## config.mk

```make
export PLATFORM = sky130hd
export DESIGN_NAME = lcad_top
export DESIGN_NICKNAME = d
export VERILOG_FILES = /design/src/common/lcad_pkg.sv /design/src/common/lcad_core_if.sv /design/src/lcad_alu.sv /design/src/lcad_ptr.sv /design/src/lcad_top.sv
export SDC_FILE = /design/constraint.sdc
export NUM_CORES = 1
export LEC_CHECK = 0
export BUFFER_PORTS_ARGS = -buffer_cell sky130_fd_sc_hd__buf_2
export CAP_MARGIN = 20
export CORE_MARGIN = 4
export CORE_UTILIZATION = 40
export CTS_BUF_LIST = sky130_fd_sc_hd__clkbuf_8
export CTS_CLUSTER_SIZE = 14
export DETAILED_ROUTE_END_ITERATION = 10
export GPL_ROUTABILITY_DRIVEN = 0
export PLACE_DENSITY_LB_ADDON = 0.2
export SLEW_MARGIN = 20
export SYNTH_ARGS = -nofsm -noshare
export SYNTH_HDL_FRONTEND = slang
export SYNTH_SLANG_ARGS = --single-unit
```

## constraint.sdc

```tcl
create_clock -name sys_clk -period 10.27 [get_ports sys_clk]
set_input_delay 1.027 -clock sys_clk [delete_from_list [all_inputs] [get_ports sys_clk]]
set_output_delay 1.027 -clock sys_clk [all_outputs]
set_load 0.02 [all_outputs]
```

## src/common/lcad_pkg.sv

```systemverilog
// Constants, opcodes, register map and types for the literal/control decoder.
// Assumes a 14-bit instruction word and an 8-bit data path.
package lcad_pkg;
    localparam int unsigned DATA_W = 8;
    localparam int unsigned INSTR_W = 14;
    localparam int unsigned FADDR_W = 7;
    localparam int unsigned PTR_W = 16;
    localparam int unsigned PTR_K_W = 6;
    localparam int unsigned PC_W = 15;
    localparam int unsigned BANK_W = 5;
    localparam int unsigned PAGE_W = 7;
    localparam int unsigned PADDR_W = 8;
    localparam int unsigned CYC_W = 4;

    // Register byte offsets
    localparam logic [7:0] REG_INSTR = 8'h00;
    localparam logic [7:0] REG_STATUS = 8'h04;
    localparam logic [7:0] REG_ACC = 8'h08;
    localparam logic [7:0] REG_BANK = 8'h0c;
    localparam logic [7:0] REG_PAGE = 8'h10;
    localparam logic [7:0] REG_PTR0 = 8'h14;
    localparam logic [7:0] REG_PTR1 = 8'h18;

    // Status field positions
    localparam int unsigned ST_MSB_SPILL = 0;
    localparam int unsigned ST_NIBBLE_SPILL = 1;
    localparam int unsigned ST_NULL_RESULT = 2;
    localparam int unsigned ST_BUSY = 8;
    localparam int unsigned ST_ILLEGAL = 9;
    localparam int unsigned ST_CYC_LO = 16;

    // Reset values
    localparam logic [DATA_W-1:0] ACC_RST = 8'h00;
    localparam logic [BANK_W-1:0] BANK_RST = 5'h00;
    localparam logic [PAGE_W-1:0] PAGE_RST = 7'h00;
    localparam logic [PTR_W-1:0] PTR_RST = 16'h0000;
    localparam logic [INSTR_W-1:0] INSTR_RST = 14'h0000;

    // File addresses of the two indirect data ports
    localparam logic [FADDR_W-1:0] IND0_ADDR = 7'h00;
    localparam logic [FADDR_W-1:0] IND1_ADDR = 7'h01;

    // Opcode fields
    localparam logic [5:0] OPC_FILE_ADD = 6'h07;
    localparam logic [5:0] OPC_FILE_AND = 6'h05;
    localparam logic [5:0] OPC_FILE_ADDC = 6'h3d;
    localparam logic [3:0] OPC_SKIP0 = 4'h6;
    localparam logic [3:0] OPC_SKIP1 = 4'h7;
    localparam logic [5:0] OPC_ADDL = 6'h3e;
    localparam logic [5:0] OPC_ANDL = 6'h39;
    localparam logic [5:0] OPC_ORL = 6'h38;
    localparam logic [5:0] OPC_XORL = 6'h3a;
    localparam logic [5:0] OPC_SUBL = 6'h3c;
    localparam logic [5:0] OPC_MOVL = 6'h30;
    localparam logic [8:0] OPC_BANKL = 9'h001;
    localparam logic [6:0] OPC_PAGEL = 7'h63;
    localparam logic [6:0] OPC_PTRADD = 7'h62;
    localparam logic [4:0] OPC_RELJ = 5'h19;
    localparam logic [2:0] OPC_CALL = 3'h4;
    localparam logic [2:0] OPC_JUMP = 3'h5;
    localparam logic [13:0] OPC_ACCJ = 14'h000b;
    localparam logic [13:0] OPC_ACCCALL = 14'h000a;

    typedef enum logic [2:0] {
        LCAD_ADD = 3'h0,
        LCAD_ADDC = 3'h1,
        LCAD_SUB = 3'h2,
        LCAD_AND = 3'h3,
        LCAD_OR = 3'h4,
        LCAD_XOR = 3'h5,
        LCAD_PASS = 3'h6
    } lcad_alu_op_e;

    typedef enum logic [4:0] {
        LCAD_IDLE = 5'b00001,
        LCAD_READ = 5'b00010,
        LCAD_EXEC = 5'b00100,
        LCAD_EXTRA = 5'b01000,
        LCAD_NOP = 5'b10000
    } lcad_state_e;
endpackage : lcad_pkg

```

## src/common/lcad_core_if.sv

```systemverilog
// Carrier between the controller, the arithmetic unit and the pointer file.
// Assumes all three sit on the same clock.
`timescale 1ns/1ps
interface lcad_core_if;
    lcad_pkg::lcad_alu_op_e alu_op;
    logic [lcad_pkg::DATA_W-1:0] alu_a;
    logic [lcad_pkg::DATA_W-1:0] alu_b;
    logic alu_cin;
    logic [lcad_pkg::DATA_W-1:0] alu_y;
    logic alu_c;
    logic alu_nib;
    logic alu_z;
    logic ptr_wr_en;
    logic ptr_wr_sel;
    logic [lcad_pkg::PTR_W-1:0] ptr_wr_data;
    logic ptr_add_en;
    logic ptr_add_sel;
    logic [lcad_pkg::PTR_K_W-1:0] ptr_add_k;
    logic [lcad_pkg::PTR_W-1:0] ptr0;
    logic [lcad_pkg::PTR_W-1:0] ptr1;
    modport alu (input alu_op, alu_a, alu_b, alu_cin, output alu_y, alu_c, alu_nib, alu_z);
    modport ptr (input ptr_wr_en, ptr_wr_sel, ptr_wr_data, ptr_add_en, ptr_add_sel, ptr_add_k,
                 output ptr0, ptr1);
    modport ctrl (output alu_op, alu_a, alu_b, alu_cin, ptr_wr_en, ptr_wr_sel, ptr_wr_data,
                  ptr_add_en, ptr_add_sel, ptr_add_k,
                  input alu_y, alu_c, alu_nib, alu_z, ptr0, ptr1);
endinterface : lcad_core_if

```

## src/lcad_alu.sv

```systemverilog
// Combinational 8-bit arithmetic and logic unit with spill flags.
// Assumes the controller decides which flags are kept.
`timescale 1ns/1ps
module lcad_alu (
    lcad_core_if.alu bus
);
    wire is_sub = (bus.alu_op == lcad_pkg::LCAD_SUB);
    // Subtract as a + ~b + 1 so the spills read as no-borrow
    wire [7:0] addend = is_sub ? ~bus.alu_b : bus.alu_b;
    wire carry = (bus.alu_op == lcad_pkg::LCAD_ADDC) ? bus.alu_cin : is_sub;
    wire [8:0] sum = {1'b0, bus.alu_a} + {1'b0, addend} + {8'h00, carry};
    wire [4:0] low_sum = {1'b0, bus.alu_a[3:0]} + {1'b0, addend[3:0]} + {4'h0, carry};
    logic [7:0] result;

    always_comb begin
        unique case (bus.alu_op)
            lcad_pkg::LCAD_ADD, lcad_pkg::LCAD_ADDC, lcad_pkg::LCAD_SUB: result = sum[7:0];
            lcad_pkg::LCAD_AND: result = bus.alu_a & bus.alu_b;
            lcad_pkg::LCAD_OR: result = bus.alu_a | bus.alu_b;
            lcad_pkg::LCAD_XOR: result = bus.alu_a ^ bus.alu_b;
            default: result = bus.alu_a;
        endcase
    end

    assign bus.alu_y = result;
    assign bus.alu_c = sum[8];
    assign bus.alu_nib = low_sum[4];
    assign bus.alu_z = (result == 8'h00);
endmodule : lcad_alu

```

## src/lcad_ptr.sv

```systemverilog
// Indirect pointer pair with offset add and software load.
// Assumes load and add never target the same pointer in one cycle.
`timescale 1ns/1ps
module lcad_ptr #(
    parameter int unsigned PTR_COUNT = 2
) (
    input wire logic sys_clk,
    input wire logic reset,
    lcad_core_if.ptr bus
);
    if (PTR_COUNT != 2) begin : g_bad_count
        $error("lcad_ptr: one select bit serves exactly two pointers");
    end

    logic [lcad_pkg::PTR_W-1:0] ptr [PTR_COUNT];
    wire [lcad_pkg::PTR_W-1:0] offset = {{10{bus.ptr_add_k[5]}}, bus.ptr_add_k};

    for (genvar i = 0; i < PTR_COUNT; i++) begin : g_ptr
        wire hit_wr = bus.ptr_wr_en && (bus.ptr_wr_sel == i[0]);
        wire hit_add = bus.ptr_add_en && (bus.ptr_add_sel == i[0]);
        always_ff @(posedge sys_clk) begin
            if (reset) begin
                ptr[i] <= lcad_pkg::PTR_RST;
            end else if (hit_wr) begin
                ptr[i] <= bus.ptr_wr_data;
            end else if (hit_add) begin
                // 16-bit sum wraps on its own
                ptr[i] <= ptr[i] + offset;
            end
        end
    end

    assign bus.ptr0 = ptr[0];
    assign bus.ptr1 = ptr[1];
endmodule : lcad_ptr

```

## src/lcad_top.sv

```systemverilog
// Decode and execute unit for literal, control, skip and file AND/ADD operations.
// Assumes an APB master, a file memory answering file_rd in the same cycle,
// and a program counter and stack outside that follow pc_strobe and stack_push.
// Functional notes
// - Literal add puts W plus the 8-bit literal in W and updates all three arithmetic flags.
// - Literal AND puts W AND literal in W and changes only the zero flag.
// - File AND combines W with the file register, destination bit picks W or file, zero only.
// - File add sums W and a file register 0..127 to W or file and updates all three flags.
// - Pointer offset add adds a signed 6-bit literal to pointer 0 or 1 with no flag change.
// - The pointer sum wraps modulo 16 bits at both ends.
// - A PC change or a true condition takes two cycles, the second being a no-operation.
// - A file operation on an indirect port whose pointer has its top bit set adds one cycle.
// - Bit-test skips skip the next instruction on clear or set, taking two cycles when so.
// - Literal move loads W without flags; literal minus W goes to W with all three flags.
// - Literal OR and XOR go to W and change only the zero flag.
// - Relative jumps add a literal or W to the PC and take two cycles.
// - Calls push the return address and jump to a literal or W-based target in two cycles.
// - Absolute jump loads the PC from the literal plus page latch bits in two cycles.
// - File add with carry sums W, the carry flag and the file register, all three flags.
`timescale 1ns/1ps
module lcad_top (
    input wire logic sys_clk,
    input wire logic reset,
    input wire logic psel,
    input wire logic penable,
    input wire logic pwrite,
    input wire logic [lcad_pkg::PADDR_W-1:0] paddr,
    input wire logic [31:0] pwdata,
    output logic [31:0] prdata,
    output logic pready,
    output logic pslverr,
    output logic [lcad_pkg::FADDR_W-1:0] file_addr,
    output logic file_rd,
    input wire logic [lcad_pkg::DATA_W-1:0] file_rdata,
    output logic file_we,
    output logic [lcad_pkg::DATA_W-1:0] file_wdata,
    output logic pc_strobe,
    output logic pc_relative,
    output logic [lcad_pkg::PC_W-1:0] pc_value,
    output logic stack_push,
    output logic skip_next,
    output logic [lcad_pkg::BANK_W-1:0] bank_select_reg,
    output logic [lcad_pkg::PAGE_W-1:0] program_page_latch,
    output logic busy
);
    lcad_core_if core ();
    lcad_pkg::lcad_state_e state;
    lcad_pkg::lcad_state_e next_state;

    logic [lcad_pkg::INSTR_W-1:0] ir;
    logic [lcad_pkg::DATA_W-1:0] acc;
    logic [lcad_pkg::DATA_W-1:0] fval;
    logic msb_spill_flag;
    logic nibble_spill_flag;
    logic null_result_flag;
    logic illegal_flag;
    logic [lcad_pkg::CYC_W-1:0] cyc_cnt;
    logic [lcad_pkg::CYC_W-1:0] last_cycles;

    // Bus decode
    wire setup = psel && !penable;
    wire access = psel && penable;
    wire idle = (state == lcad_pkg::LCAD_IDLE);
    wire hit_instr = (paddr == lcad_pkg::REG_INSTR);
    wire hit_status = (paddr == lcad_pkg::REG_STATUS);
    wire hit_acc = (paddr == lcad_pkg::REG_ACC);
    wire hit_bank = (paddr == lcad_pkg::REG_BANK);
    wire hit_page = (paddr == lcad_pkg::REG_PAGE);
    wire hit_ptr0 = (paddr == lcad_pkg::REG_PTR0);
    wire hit_ptr1 = (paddr == lcad_pkg::REG_PTR1);
    wire mapped = hit_instr | hit_status | hit_acc | hit_bank | hit_page | hit_ptr0 | hit_ptr1;
    // Writes only land while idle so software never races the executing instruction
    wire wr_ok = access && pwrite && mapped && idle;
    wire start = wr_ok && hit_instr;

    // Instruction decode
    wire [5:0] op6 = ir[13:8];
    wire is_fadd = (op6 == lcad_pkg::OPC_FILE_ADD);
    wire is_fand = (op6 == lcad_pkg::OPC_FILE_AND);
    wire is_faddc = (op6 == lcad_pkg::OPC_FILE_ADDC);
    wire is_skip0 = (ir[13:10] == lcad_pkg::OPC_SKIP0);
    wire is_skip1 = (ir[13:10] == lcad_pkg::OPC_SKIP1);
    wire is_addl = (op6 == lcad_pkg::OPC_ADDL);
    wire is_andl = (op6 == lcad_pkg::OPC_ANDL);
    wire is_orl = (op6 == lcad_pkg::OPC_ORL);
    wire is_xorl = (op6 == lcad_pkg::OPC_XORL);
    wire is_subl = (op6 == lcad_pkg::OPC_SUBL);
    wire is_movl = (op6 == lcad_pkg::OPC_MOVL);
    wire is_bankl = (ir[13:5] == lcad_pkg::OPC_BANKL);
    wire is_pagel = (ir[13:7] == lcad_pkg::OPC_PAGEL);
    wire is_ptradd = (ir[13:7] == lcad_pkg::OPC_PTRADD);
    wire is_relj = (ir[13:9] == lcad_pkg::OPC_RELJ);
    wire is_accj = (ir == lcad_pkg::OPC_ACCJ);
    wire is_call = (ir[13:11] == lcad_pkg::OPC_CALL);
    wire is_accc = (ir == lcad_pkg::OPC_ACCCALL);
    wire is_jump = (ir[13:11] == lcad_pkg::OPC_JUMP);

    wire file_math = is_fadd | is_fand | is_faddc;
    wire file_op = file_math | is_skip0 | is_skip1;
    wire lit_math = is_addl | is_andl | is_orl | is_xorl | is_subl | is_movl;
    wire pc_op = is_relj | is_accj | is_call | is_accc | is_jump;
    wire known = file_op | lit_math | is_bankl | is_pagel | is_ptradd | pc_op;
    wire [lcad_pkg::FADDR_W-1:0] f_addr = ir[6:0];
    wire to_file = ir[7];
    wire [2:0] bit_sel = ir[9:7];
    wire [lcad_pkg::DATA_W-1:0] lit = ir[7:0];

    // skip condition from the tested bit
    wire tested_bit = fval[bit_sel];
    wire skip_true = (is_skip0 && !tested_bit) || (is_skip1 && tested_bit);
    // PC change or true test needs the dead cycle
    wire two_cycle = pc_op | skip_true;
    // indirect access through a pointer with its top bit set
    wire ind_slow = file_op && (((f_addr == lcad_pkg::IND0_ADDR) && core.ptr0[15]) ||
                                ((f_addr == lcad_pkg::IND1_ADDR) && core.ptr1[15]));

    // Flag classes
    wire arith = is_addl | is_subl | is_fadd | is_faddc;
    wire zero_only = is_andl | is_orl | is_xorl | is_fand;
    wire acc_dest = lit_math | (file_math && !to_file);
    wire exec = (state == lcad_pkg::LCAD_EXEC);

    // Operand steering into the arithmetic unit
    always_comb begin
        core.alu_op = lcad_pkg::LCAD_PASS;
        core.alu_a = acc;
        core.alu_b = file_math ? fval : lit;
        core.alu_cin = msb_spill_flag;
        if (is_addl || is_fadd) begin
            core.alu_op = lcad_pkg::LCAD_ADD;
        end else if (is_faddc) begin
            core.alu_op = lcad_pkg::LCAD_ADDC;
        end else if (is_subl) begin
            core.alu_op = lcad_pkg::LCAD_SUB;
            core.alu_a = lit;
            core.alu_b = acc;
        end else if (is_andl || is_fand) begin
            core.alu_op = lcad_pkg::LCAD_AND;
        end else if (is_orl) begin
            core.alu_op = lcad_pkg::LCAD_OR;
        end else if (is_xorl) begin
            core.alu_op = lcad_pkg::LCAD_XOR;
        end else if (is_movl) begin
            core.alu_a = lit;
        end
    end

    lcad_alu u_alu (
        .bus(core)
    );

    // offset add steered to the chosen pointer
    assign core.ptr_add_en = exec && is_ptradd;
    assign core.ptr_add_sel = ir[6];
    assign core.ptr_add_k = ir[5:0];
    assign core.ptr_wr_en = wr_ok && (hit_ptr0 || hit_ptr1);
    assign core.ptr_wr_sel = hit_ptr1;
    assign core.ptr_wr_data = pwdata[15:0];

    lcad_ptr #(
        .PTR_COUNT(2)
    ) u_ptr (
        .sys_clk(sys_clk),
        .reset(reset),
        .bus(core)
    );

    // Sequencer
    always_comb begin
        next_state = state;
        unique case (state)
            lcad_pkg::LCAD_IDLE: begin
                if (start) begin
                    next_state = lcad_pkg::LCAD_READ;
                end
            end
            lcad_pkg::LCAD_READ: next_state = lcad_pkg::LCAD_EXEC;
            lcad_pkg::LCAD_EXEC: begin
                // extra cycle first, then any dead cycle
                if (ind_slow) begin
                    next_state = lcad_pkg::LCAD_EXTRA;
                end else if (two_cycle) begin
                    next_state = lcad_pkg::LCAD_NOP;
                end else begin
                    next_state = lcad_pkg::LCAD_IDLE;
                end
            end
            lcad_pkg::LCAD_EXTRA: begin
                next_state = two_cycle ? lcad_pkg::LCAD_NOP : lcad_pkg::LCAD_IDLE;
            end
            lcad_pkg::LCAD_NOP: next_state = lcad_pkg::LCAD_IDLE;
            default: next_state = lcad_pkg::LCAD_IDLE;
        endcase
    end

    always_ff @(posedge sys_clk) begin
        if (reset) begin
            state <= lcad_pkg::LCAD_IDLE;
        end else begin
            state <= next_state;
        end
    end

    always_ff @(posedge sys_clk) begin
        if (reset) begin
            ir <= lcad_pkg::INSTR_RST;
            fval <= 8'h00;
        end else if (start) begin
            ir <= pwdata[13:0];
        end else if (state == lcad_pkg::LCAD_READ) begin
            fval <= file_op ? file_rdata : 8'h00;
        end
    end

    // Instruction cycles counted in execute, extra and dead cycles
    wire counting = exec || (state == lcad_pkg::LCAD_EXTRA) || (state == lcad_pkg::LCAD_NOP);
    always_ff @(posedge sys_clk) begin
        if (reset) begin
            cyc_cnt <= 4'h0;
            last_cycles <= 4'h0;
        end else if (start) begin
            cyc_cnt <= 4'h0;
        end else if (counting) begin
            cyc_cnt <= cyc_cnt + 4'h1;
            if (next_state == lcad_pkg::LCAD_IDLE) begin
                last_cycles <= cyc_cnt + 4'h1;
            end
        end
    end

    // Accumulator
    always_ff @(posedge sys_clk) begin
        if (reset) begin
            acc <= lcad_pkg::ACC_RST;
        end else if (exec && acc_dest) begin
            // destination bit 0 sends the result to W
            acc <= core.alu_y;
        end else if (wr_ok && hit_acc) begin
            acc <= pwdata[7:0];
        end
    end

    // Status flags
    always_ff @(posedge sys_clk) begin
        if (reset) begin
            msb_spill_flag <= 1'b0;
            nibble_spill_flag <= 1'b0;
            null_result_flag <= 1'b0;
            illegal_flag <= 1'b0;
        end else if (exec) begin
            if (arith) begin
                msb_spill_flag <= core.alu_c;
                nibble_spill_flag <= core.alu_nib;
                null_result_flag <= core.alu_z;
            end else if (zero_only) begin
                // zero flag alone for logic forms
                null_result_flag <= core.alu_z;
            end
            illegal_flag <= !known;
        end else if (wr_ok && hit_status) begin
            msb_spill_flag <= pwdata[lcad_pkg::ST_MSB_SPILL];
            nibble_spill_flag <= pwdata[lcad_pkg::ST_NIBBLE_SPILL];
            null_result_flag <= pwdata[lcad_pkg::ST_NULL_RESULT];
            illegal_flag <= pwdata[lcad_pkg::ST_ILLEGAL];
        end
    end

    // Bank and page latches
    always_ff @(posedge sys_clk) begin
        if (reset) begin
            bank_select_reg <= lcad_pkg::BANK_RST;
            program_page_latch <= lcad_pkg::PAGE_RST;
        end else begin
            if (exec && is_bankl) begin
                bank_select_reg <= ir[4:0];
            end else if (wr_ok && hit_bank) begin
                bank_select_reg <= pwdata[4:0];
            end
            if (exec && is_pagel) begin
                program_page_latch <= ir[6:0];
            end else if (wr_ok && hit_page) begin
                program_page_latch <= pwdata[6:0];
            end
        end
    end

    // Program counter requests
    wire [lcad_pkg::PC_W-1:0] rel_lit = {{6{ir[8]}}, ir[8:0]};
    wire [lcad_pkg::PC_W-1:0] rel_acc = {7'h00, acc};
    wire [lcad_pkg::PC_W-1:0] abs_lit = {program_page_latch[6:3], ir[10:0]};
    wire [lcad_pkg::PC_W-1:0] abs_acc = {program_page_latch, acc};
    wire [lcad_pkg::PC_W-1:0] next_pc_value = is_relj ? rel_lit :
                                              is_accj ? rel_acc :
                                              is_accc ? abs_acc : abs_lit;

    // One-cycle pulses after the execute cycle
    always_ff @(posedge sys_clk) begin
        if (reset) begin
            pc_strobe <= 1'b0;
            pc_relative <= 1'b0;
            pc_value <= 15'h0000;
            stack_push <= 1'b0;
            skip_next <= 1'b0;
            file_we <= 1'b0;
            file_wdata <= 8'h00;
        end else begin
            pc_strobe <= exec && pc_op;
            pc_relative <= exec && (is_relj || is_accj);
            stack_push <= exec && (is_call || is_accc);
            skip_next <= exec && skip_true;
            // destination bit 1 writes the file register
            file_we <= exec && file_math && to_file;
            if (exec) begin
                pc_value <= next_pc_value;
                file_wdata <= core.alu_y;
            end
        end
    end

    // Read mux, sampled in the setup phase so the data leaves a flop
    logic [31:0] rd_mux;
    always_comb begin
        rd_mux = 32'h0000_0000;
        if (hit_instr) begin
            rd_mux = {18'h00000, ir};
        end else if (hit_status) begin
            rd_mux = {12'h000, last_cycles, 6'h00, illegal_flag, !idle, 5'h00,
                      null_result_flag, nibble_spill_flag, msb_spill_flag};
        end else if (hit_acc) begin
            rd_mux = {24'h000000, acc};
        end else if (hit_bank) begin
            rd_mux = {27'h0000000, bank_select_reg};
        end else if (hit_page) begin
            rd_mux = {25'h0000000, program_page_latch};
        end else if (hit_ptr0) begin
            rd_mux = {16'h0000, core.ptr0};
        end else if (hit_ptr1) begin
            rd_mux = {16'h0000, core.ptr1};
        end
    end

    always_ff @(posedge sys_clk) begin
        if (reset) begin
            prdata <= 32'h0000_0000;
        end else if (setup) begin
            prdata <= rd_mux;
        end
    end

    assign pready = 1'b1;
    // Unmapped address, or a write while an instruction runs
    assign pslverr = access && (!mapped || (pwrite && !idle));
    assign file_addr = f_addr;
    assign file_rd = (state == lcad_pkg::LCAD_READ) && file_op;
    assign busy = !idle;
endmodule : lcad_top

```

==> results_dict.tcl, run 1 <==
set metrics [dict create \
    synth_cell_types 90 \
    crit_family "compound AO/OA/AOI/OAI gates" \
    max_stage_delay_ns 0.79 \
    synth_enable_flop_cells 32 \
    layout_commonest_cell "nand2_1" \
    grt_antenna_before_repair 0 \
    cts_setup_buffers 0 \
    final_nets 1287 \
    seqCellArea_mm2 0.00310 \
    p_comb_share_pct 5.5 \
    setup_slack_ns 5.86 \
    largestRegisters "u_ptr.ptr (32), prdata (20), pc_value (15)" \
    rsz0062_at_grt "no" \
    fin_setup_tns_ns 0 \
    status "finished clean" \
    clkLatencyLatePin_ns 0.46 \
    worstPathRequired_ns 10.64 \
    seq_power_share_pct 49.3 \
    yosysWarningCount 0 \
    die_x_um 161 \
    rows 55 \
    p_leak_nw 4.33 \
    avgSynthCellArea_um2 8.33 \
    yosysTopAreaCell "dfxtp_1" \
    routed_wl_um 30100 \
    grt_pass1_wl_um 46500 \
    min-delay-start "pc_value[1]" \
    synth_seq_cells 139 \
    syn_area_mm2 0.00931 \
    cts_hold_buf 0 \
    fmax_ghz 0.227 \
    slowest_stage "dfxtp_1" \
    synthCells 1117 \
    worst-path-buf-inv 0 \
    ctsRootBufferMaster "clkbuf_8" \
    clk_path_buf_depth 2 \
    dp_slack_ns 5.92 \
    drtAntennaViolNets 0 \
    power_w 0.00115 \
    slew_headroom_pct 26.6 \
    startpoint_type "register" \
    drt-vias-per-instance 5.69 \
    p_clk_share_pct 45.2 \
    maxSlewViolCount 0 \
    timing.rr.start "ir[10]" \
    power_switching_w 0.000300 \
    start_util_pct 40.9 \
    critPathKind "reg2reg" \
    yosysSeqAreaShare_pct 33.3 \
    fillers 2274 \
    drive_gt1_share_pct 16.9 \
    regMostFlops "u_ptr.ptr" \
    multi_input_area_mm2 0.00564 \
    cts_tree "built" \
    hp-class "reg2reg" \
    grt_start_max_net_pins 51 \
    synthArstFlopShare_pct 0 \
    post_drt_wl_per_cell_um 20.0 \
    clkSlewWorstSetupHoldPaths_ns 0.09 \
    fin_skew_ns 0.0149 \
    fp.dieH_um 161 \
    critPathCaptureType "register" \
    diodes 0 \
    grt.overflow.total 0 \
    crit_fanout 17 \
    cts_resized 0 \
    dr.pass1.iters 5 \
    grtUsageTotal_pct 22.8 \
    dp_hpwl_um 21900 \
    hold_depth 2 \
    r2r_slack_ns 5.86 \
    area_delta_synth_final_pct 11.0 \
    ir_worst_vdd_uv 60.7 \
    worst-r2r-cell-count 14 \
    setup_viol 0 \
    r2r-end "acc[7]" \
    drt_iter0_drc 746 \
    via_count 8544 \
    p_sw_share_pct 26.1 \
    grt_pass1_vias 8054 \
    port_buffers 106 \
    period_needed_ns 4.41 \
    hold_viol_final 0 \
    cap_violations 0 \
    min_to "pc_value[1]" \
    cp.arrival_ns 4.78 \
    fin_crit_sh_pct 43.0 \
    worst_slew_pin_slew_ns 1.09 \
    final_cell_mix "nand2_1, a21oi_1, dfxtp_1" \
    synth_top_area_share_pct 23.0 \
    power.internal_w 0.000852 \
    design.core.area_mm2 0.0228 \
    cts_made_buffers 17 \
    clock_sinks 139 \
    largest_reg_flops 32 \
    power.density_mw_per_mm2 112 \
    drc 0 \
    die-area_mm2 0.0258 \
    ioPinCount 136 \
    synth_ff_type "dfxtp_1" \
    synth_area_leaders "dfxtp_1, edfxtp_1, ha_1" \
    crit_top_cell "nand2_1" \
    crit_chain "nand2_1 -> a21oi_4 -> mux2i_1 -> nand2_1 -> a21o_1 -> fa_1 -> a211oi_1 -> o21bai_1 -> a21oi_1 -> o21ai_0 -> xnor2_1 -> o221ai_1 -> nor2_1 -> a311oi_1" \
    htreeDepth 4 \
]
tightest hold or removal path, delay by kind of cell (launching register included):
| kind | cells | cell delay, ns |
|---|---|---|
| AND/OR/NAND/NOR | 1 | 0.05 |
| AO/OA/AOI/OAI | 1 | 0.05 |
| flip-flops | 1 | 0.32 |
routing by layer:
metal | up-vias | share of wire, % | global-route usage [%]
met5 | - | 0 | 0
met4 | 0 | 2.2 | 6.10
met1 | 4024 | 46 | 32.0
li1 | 4157 | - | -
met3 | 50 | 6.8 | 4.49
met2 | 313 | 45 | 36.1
per-stage QoR:
| step | hold slack (ns) | utilization (%) | std cells | cell area [um^2] |
|---|---|---|---|---|
| finish | 0.458 | 45.4 | 1502 | 10300 |
| global route | 0.483 | 45.4 | 1502 | 10300 |
| CTS | 0.459 | 45.4 | 1502 | 10300 |
| detailed placement | 0.447 | 43.4 | 1470 | 9890 |
| global placement | 0.444 | 43.4 | 1470 | 9890 |
| floorplan | 0.441 | - | 1128 | 9350 |
synthesized netlist by cell type (all sizes together), types with 27 or more instances:
cell type	number
buf	54
nand2	143
o21ai	64
nor2	97
a21oi	118
nand3	44
inv	31
nor3	28
clkbuf	37
ha	54
edfxtp	32
dfxtp	107
mux2i	27
power by group through the flow:
stage	logic, W	clock network (W)	registers (W)
finish	0.0000629	0.000521	0.000569
CTS	0.0000628	0.000527	0.000569
global placement	0.0000621	0	0.000581
detailed placement	0.0000625	0	0.000581
global route	0.0000682	0.000550	0.000570
floorplan	0.0000385	0	0.000581
cell families after synthesis:
kind of cell	synth area share, %
flip-flops	33.3
buffers and inverters	6.55
AND/OR/NAND/NOR	21.0
AO/OA/AOI/OAI	23.7
adder cells (fa/ha/maj)	8.12
other	0.0807
multiplexers	3.88
XOR/XNOR	3.29
worst max path at each step:
stage                  end  depth (start not counted)  slack [ns]    from
global placement    acc[7]                         14        5.96  ir[10]
floorplan           acc[4]                         16        6.63  ir[11]
finish              acc[7]                         14        5.86  ir[10]
global route        acc[6]                         16        5.50  ir[10]
CTS                 acc[7]                         14        5.87  ir[10]
detailed placement  acc[7]                         14        5.92  ir[10]
cell type report:
class / count / area share [%]
multi-input cells: 867 / 54.6
clock inverters: 15 / 2.01
inverters: 31 / 1.13
clock buffers: 17 / 2.26
well taps: 313 / 3.79
flip-flops and latches: 139 / 30.0
repair buffers: 120 / 6.18
Note: power is estimated with default switching activity, not from simulation.
==> inputs of run 2 (changes only) <==
Clock period 10.27 ns to 3.89 ns, I/O delays scaled along.
==> results_dict.tcl, run 2 (same netlist as run 1, synthesis figures left out) <==
set metrics [dict create \
    status "finished clean" \
    period_needed_ns 3.74 \
    design.core.area_mm2 0.0228 \
    via_count 8688 \
    diodes 0 \
    final_area_mm2 0.0105 \
    slowest_stage "or3_4" \
    startpoint_type "register" \
    largest_reg_flops 32 \
    setup_viol 0 \
    critPathCaptureType "register" \
    cap_violations 0 \
    r2r_slack_ns 0.15 \
    critPathKind "reg2reg" \
    clock_sinks 139 \
    htreeDepth 4 \
    p_leak_nw 4.43 \
    hold_depth 3 \
    final_cell_mix "nand2_1, a21oi_1, dfxtp_1" \
    grtUsageTotal_pct 22.9 \
    fp.dieH_um 161 \
    worst_slew_pin_slew_ns 0.847 \
    regMostFlops "u_ptr.ptr" \
    worstPathRequired_ns 4.26 \
    final_nets 1308 \
    grt.overflow.total 0 \
    r2r-end "acc[7]" \
    start_util_pct 40.9 \
    timing.rr.start "ir[11]" \
    hp-class "in2reg" \
    hold_viol_final 0 \
    cts_tree "built" \
    dr.pass1.iters 5 \
    grt_antenna_before_repair 0 \
    placed_area_mm2 0.0101 \
    max_stage_delay_ns 0.44 \
    crit_chain "or3_4 -> a21oi_4 -> buf_4 -> nor2_1 -> a21oi_1 -> a21oi_1 -> a21o_1 -> ha_1 -> a211oi_1 -> o21bai_1 -> a21oi_1 -> o21ai_0 -> xnor2_1 -> o221ai_1 -> nor2_1 -> a311oi_1" \
    fin_skew_ns 0.0158 \
    ioPinCount 136 \
    cp.arrival_ns 4.11 \
    area_delta_synth_final_pct 12.7 \
    cts_hold_buf 0 \
    grt_pass1_wl_um 46700 \
    crit_top_cell "a21oi_1" \
    clkSlewWorstSetupHoldPaths_ns 0.09 \
    port_buffers 106 \
    fin_setup_tns_ns 0 \
    post_drt_wl_per_cell_um 19.9 \
    die-area_mm2 0.0258 \
    maxSlewViolCount 0 \
    clk_path_buf_depth 2 \
    fin_crit_sh_pct 96.2 \
    ir_worst_vdd_uv 190 \
    rows 55 \
    slew_headroom_pct 43.1 \
    min-delay-start "file_rdata[0]" \
    drc 0 \
    routed_wl_um 30300 \
    grt_start_max_net_pins 48 \
    cts_made_buffers 17 \
    clkLatencyLatePin_ns 0.45 \
    die_x_um 161 \
    min_to "fval[0]" \
    rsz0062_at_grt "no" \
    fillers 2254 \
    drt-vias-per-instance 5.70 \
    worst-r2r-cell-count 16 \
    crit_fanout 9 \
    power.density_mw_per_mm2 285 \
    drt_iter0_drc 772 \
    drtAntennaViolNets 0 \
    dp_hpwl_um 22700 \
    ctsRootBufferMaster "clkbuf_8" \
    drive_gt1_share_pct 18.5 \
    largestRegisters "u_ptr.ptr (32), prdata (20), pc_value (15)" \
    fmax_ghz 0.267 \
    layout_commonest_cell "nand2_1" \
    grt_pass1_vias 8086 \
]
run 2: cell count changes in the layout (fill, tap and decap cells not counted), sizes merged:
cell,previous run,this run
buf,120,141
clkbuf,17,18
inv,41,38
clkinv,1,3
clkinvlp,0,1
bufinv,4,3
run 2: final cells by class:
cell class	instances	area, um^2	area share [%]
timing repair buffer	141	808	7.70
multi-input combinational	867	5650	53.8
clock buffer	18	248	2.36
clock inverter	14	179	1.71
sequential	139	3100	29.6
tap	313	392	3.73
inverter	31	116	1.11
run 2: metal layers:
| layer | wire length, um | global-route usage (%) | vias up |
|---|---|---|---|
| met1 | 14000 | 32.0 | 4139 |
| met2 | 13700 | 36.5 | 309 |
| met3 | 1940 | 3.75 | 44 |
| li1 | - | - | 4196 |
| met5 | 0 | 0 | - |
| met4 | 679 | 6.88 | 0 |
run 2: worst max-delay path: cells and delay by family (launching register included):
family,cells,cell delay (ns)
simple gates,3,0.59
xor+xnor,1,0.15
compound gates,10,2.06
buf+inv,1,0.21
flops,1,0.33
fa+ha+maj,1,0.31
run 2: through the flow:
step	power (W)	util, %	cells	hold WS [ns]	worst slack, ns
after detailed placement	0.00170	44.1	1490	0.449	0.218
after global placement	0.00170	44.1	1490	0.441	0.283
after global routing	0.00308	46.1	1523	0.178	0.00217
after floorplan	0.00164	-	1128	0.441	0.248
final	0.00299	46.1	1523	0.189	0.149
after CTS	0.00301	46.0	1522	0.155	0.195
run 2: how the worst max path moves through the flow:
stage | startpoint | end | cells past startpoint
after floorplan | ir[11] | acc[4] | 16
after global placement | ir[11] | acc[7] | 16
after detailed placement | ir[12] | acc[6] | 16
after CTS | ir[12] | acc[7] | 16
after global routing | ir[11] | acc[7] | 15
final | ir[11] | acc[7] | 16
run 2: repair_timing:
| action | in CTS | in global routing |
|---|---|---|
| setup buffers | 0 | 1 |
| resized for setup | 0 | 0 |
| endpoints found under the setup margin | 0 | 1 |
run 2: power by group:
part           switching [W]  internal (W)  total [W]
Sequential         0.0000119       0.00149    0.00150
Combinational       0.000121     0.0000491   0.000170
Clock               0.000649      0.000666    0.00131
Total               0.000782       0.00220    0.00299
==> inputs of run 3 (changes only) <==
Settings changed: BUFFER_PORTS_ARGS -buffer_cell sky130_fd_sc_hd__buf_2 to -buffer_cell sky130_fd_sc_hd__clkbuf_2.
==> results_dict.tcl, run 3 (same netlist as run 1, synthesis figures left out) <==
set metrics [dict create \
    status "finished clean" \
    start_util_pct 40.9 \
    design.core.area_mm2 0.0228 \
    layout_commonest_cell "nand2_1" \
    routed_wl_um 30400 \
    fin_crit_sh_pct 93.0 \
    cts_tree "built" \
    grt_pass1_wl_um 47200 \
    area_delta_synth_final_pct 12.3 \
    crit_fanout 5 \
    worst-path-buf-inv 1 \
    grt_antenna_before_repair 0 \
    slew_headroom_pct 27.3 \
    clkSlewWorstSetupHoldPaths_ns 0.08 \
    port_buffers 106 \
    setup_slack_ns 0.273 \
    p_clk_share_pct 41.9 \
    maxSlewViolCount 0 \
    final_area_mm2 0.0105 \
    dp_slack_ns 0.237 \
    post_drt_wl_per_cell_um 20.0 \
    rsz0062_at_grt "no" \
    cts_hold_buf 0 \
    regMostFlops "u_ptr.ptr" \
    setup_viol 0 \
    grt_start_max_net_pins 48 \
    max_stage_delay_ns 0.43 \
    dp_hpwl_um 22600 \
    clkLatencyLatePin_ns 0.45 \
    crit_family "compound AO/OA/AOI/OAI gates" \
    diodes 0 \
    fp.dieH_um 161 \
    hold_viol_final 0 \
    cp.arrival_ns 3.98 \
    grt_pass1_vias 8248 \
    grt.overflow.total 0 \
    via_count 8695 \
    clk_path_buf_depth 2 \
    fin_setup_tns_ns 0 \
    p_comb_share_pct 5.9 \
    met2WireLength_um 13800 \
    ioPinCount 136 \
    drc 0 \
    slowest_stage "or3_4" \
    critPathCaptureType "register" \
    grtUsageTotal_pct 23.2 \
    p_sw_share_pct 26.7 \
    worstPathRequired_ns 4.25 \
    drt_iter0_drc 760 \
    cts_made_buffers 17 \
    ir_worst_vdd_uv 204 \
    power.internal_w 0.00211 \
    final_util_pct 45.9 \
    dr.pass1.iters 5 \
    htreeDepth 4 \
    worst_slew_pin_slew_ns 1.08 \
    die-area_mm2 0.0258 \
    rows 55 \
    fin_skew_ns 0.0122 \
    power_switching_w 0.000769 \
    startpoint_type "register" \
    drt-vias-per-instance 5.72 \
    die_x_um 161 \
    crit_chain "or3_4 -> a21oi_4 -> mux2i_1 -> nand2_1 -> a21o_1 -> fa_2 -> inv_1 -> fa_1 -> nor2b_1 -> o21a_1 -> o211ai_1 -> a21boi_0 -> nand3b_1 -> a22oi_2 -> nor2_1 -> a311oi_1" \
    met3_wirelength_um 2380 \
    ctsRootBufferMaster "clkbuf_8" \
    hp-class "in2reg" \
    fmax_ghz 0.276 \
    period_needed_ns 3.62 \
    final_cell_mix "nand2_1, a21oi_1, dfxtp_1" \
    p_leak_nw 4.35 \
    drive_gt1_share_pct 18.5 \
    clock_sinks 139 \
    drtAntennaViolNets 0 \
    critPathKind "reg2reg" \
    cap_violations 0 \
    largestRegisters "u_ptr.ptr (32), prdata (20), pc_value (15)" \
    final_nets 1307 \
    wl_met1_um 13700 \
    power.density_mw_per_mm2 275 \
    placed_area_mm2 0.0100 \
    seq_power_share_pct 52.2 \
    largest_reg_flops 32 \
    route.top_layer_used "met4" \
]
## run 3: changes by cell type in the layout (fill, tap and decap cells not counted), sizes merged
cell      delta
buf        -106
bufinv       -1
clkbuf     +104
clkinv       +4
clkinvlp     +1
inv          -4
## run 3: path summary, 6_finish.rpt
check	endpoint	start	cells past startpoint	slack [ns]
hold / removal	fval[0]	file_rdata[0]	3	0.18
setup / recovery	acc[6]	ir[12]	16	0.27
setup reg to reg	acc[6]	ir[12]	16	0.27
hold reg to reg	file_wdata[6]	file_wdata[6]	2	0.46
## run 3: timing repair
item / 4_1_cts / 5_1_grt
buffers inserted: 0 / 1
gates resized for setup: 0 / 4
endpoints found under the setup margin: 0 / 5
## run 3: final cells by class
cell class	instances	area [um^2]
clock buffer	17	234
clock inverter	14	150
fill	2301	12300
inverter	31	116
multi-input combinational	867	5650
sequential	139	3100
tap	313	392
timing repair buffer	140	805
## run 3: metrics by stage
| stage | hold slack [ns] | power, W | std cells |
|---|---|---|---|
| after floorplan | 0.441 | 0.00164 | 1128 |
| after global placement | 0.443 | 0.00170 | 1489 |
| after detailed placement | 0.452 | 0.00170 | 1489 |
| after CTS | 0.149 | 0.00289 | 1520 |
| after global routing | 0.149 | 0.00298 | 1521 |
| final | 0.179 | 0.00288 | 1521 |
## run 3: worst reg2reg max path, stage by stage, from the launching register on
cell      delay [ns]
dfxtp_1         0.34
or3_4           0.43
a21oi_4         0.18
mux2i_1         0.24
nand2_1         0.07
a21o_1          0.20
fa_2            0.38
inv_1           0.09
fa_1            0.22
nor2b_1         0.07
o21a_1          0.21
o211ai_1        0.23
a21boi_0        0.14
nand3b_1        0.20
a22oi_2         0.23
nor2_1          0.07
a311oi_1        0.24
## run 3: layer usage
metal,track usage (%),up-vias
li1,-,4180
met1,32.3,4100
met2,36.7,376
met3,4.64,39
met4,6.41,0
met5,0,-
## run 3: power groups by stage
stage / clock [W] / sequential, W / combinational, W
after floorplan: 0 / 0.00153 / 0.000102
after global placement: 0 / 0.00153 / 0.000168
after detailed placement: 0 / 0.00153 / 0.000168
after CTS: 0.00122 / 0.00150 / 0.000169
after global routing: 0.00129 / 0.00150 / 0.000183
final: 0.00121 / 0.00150 / 0.000170
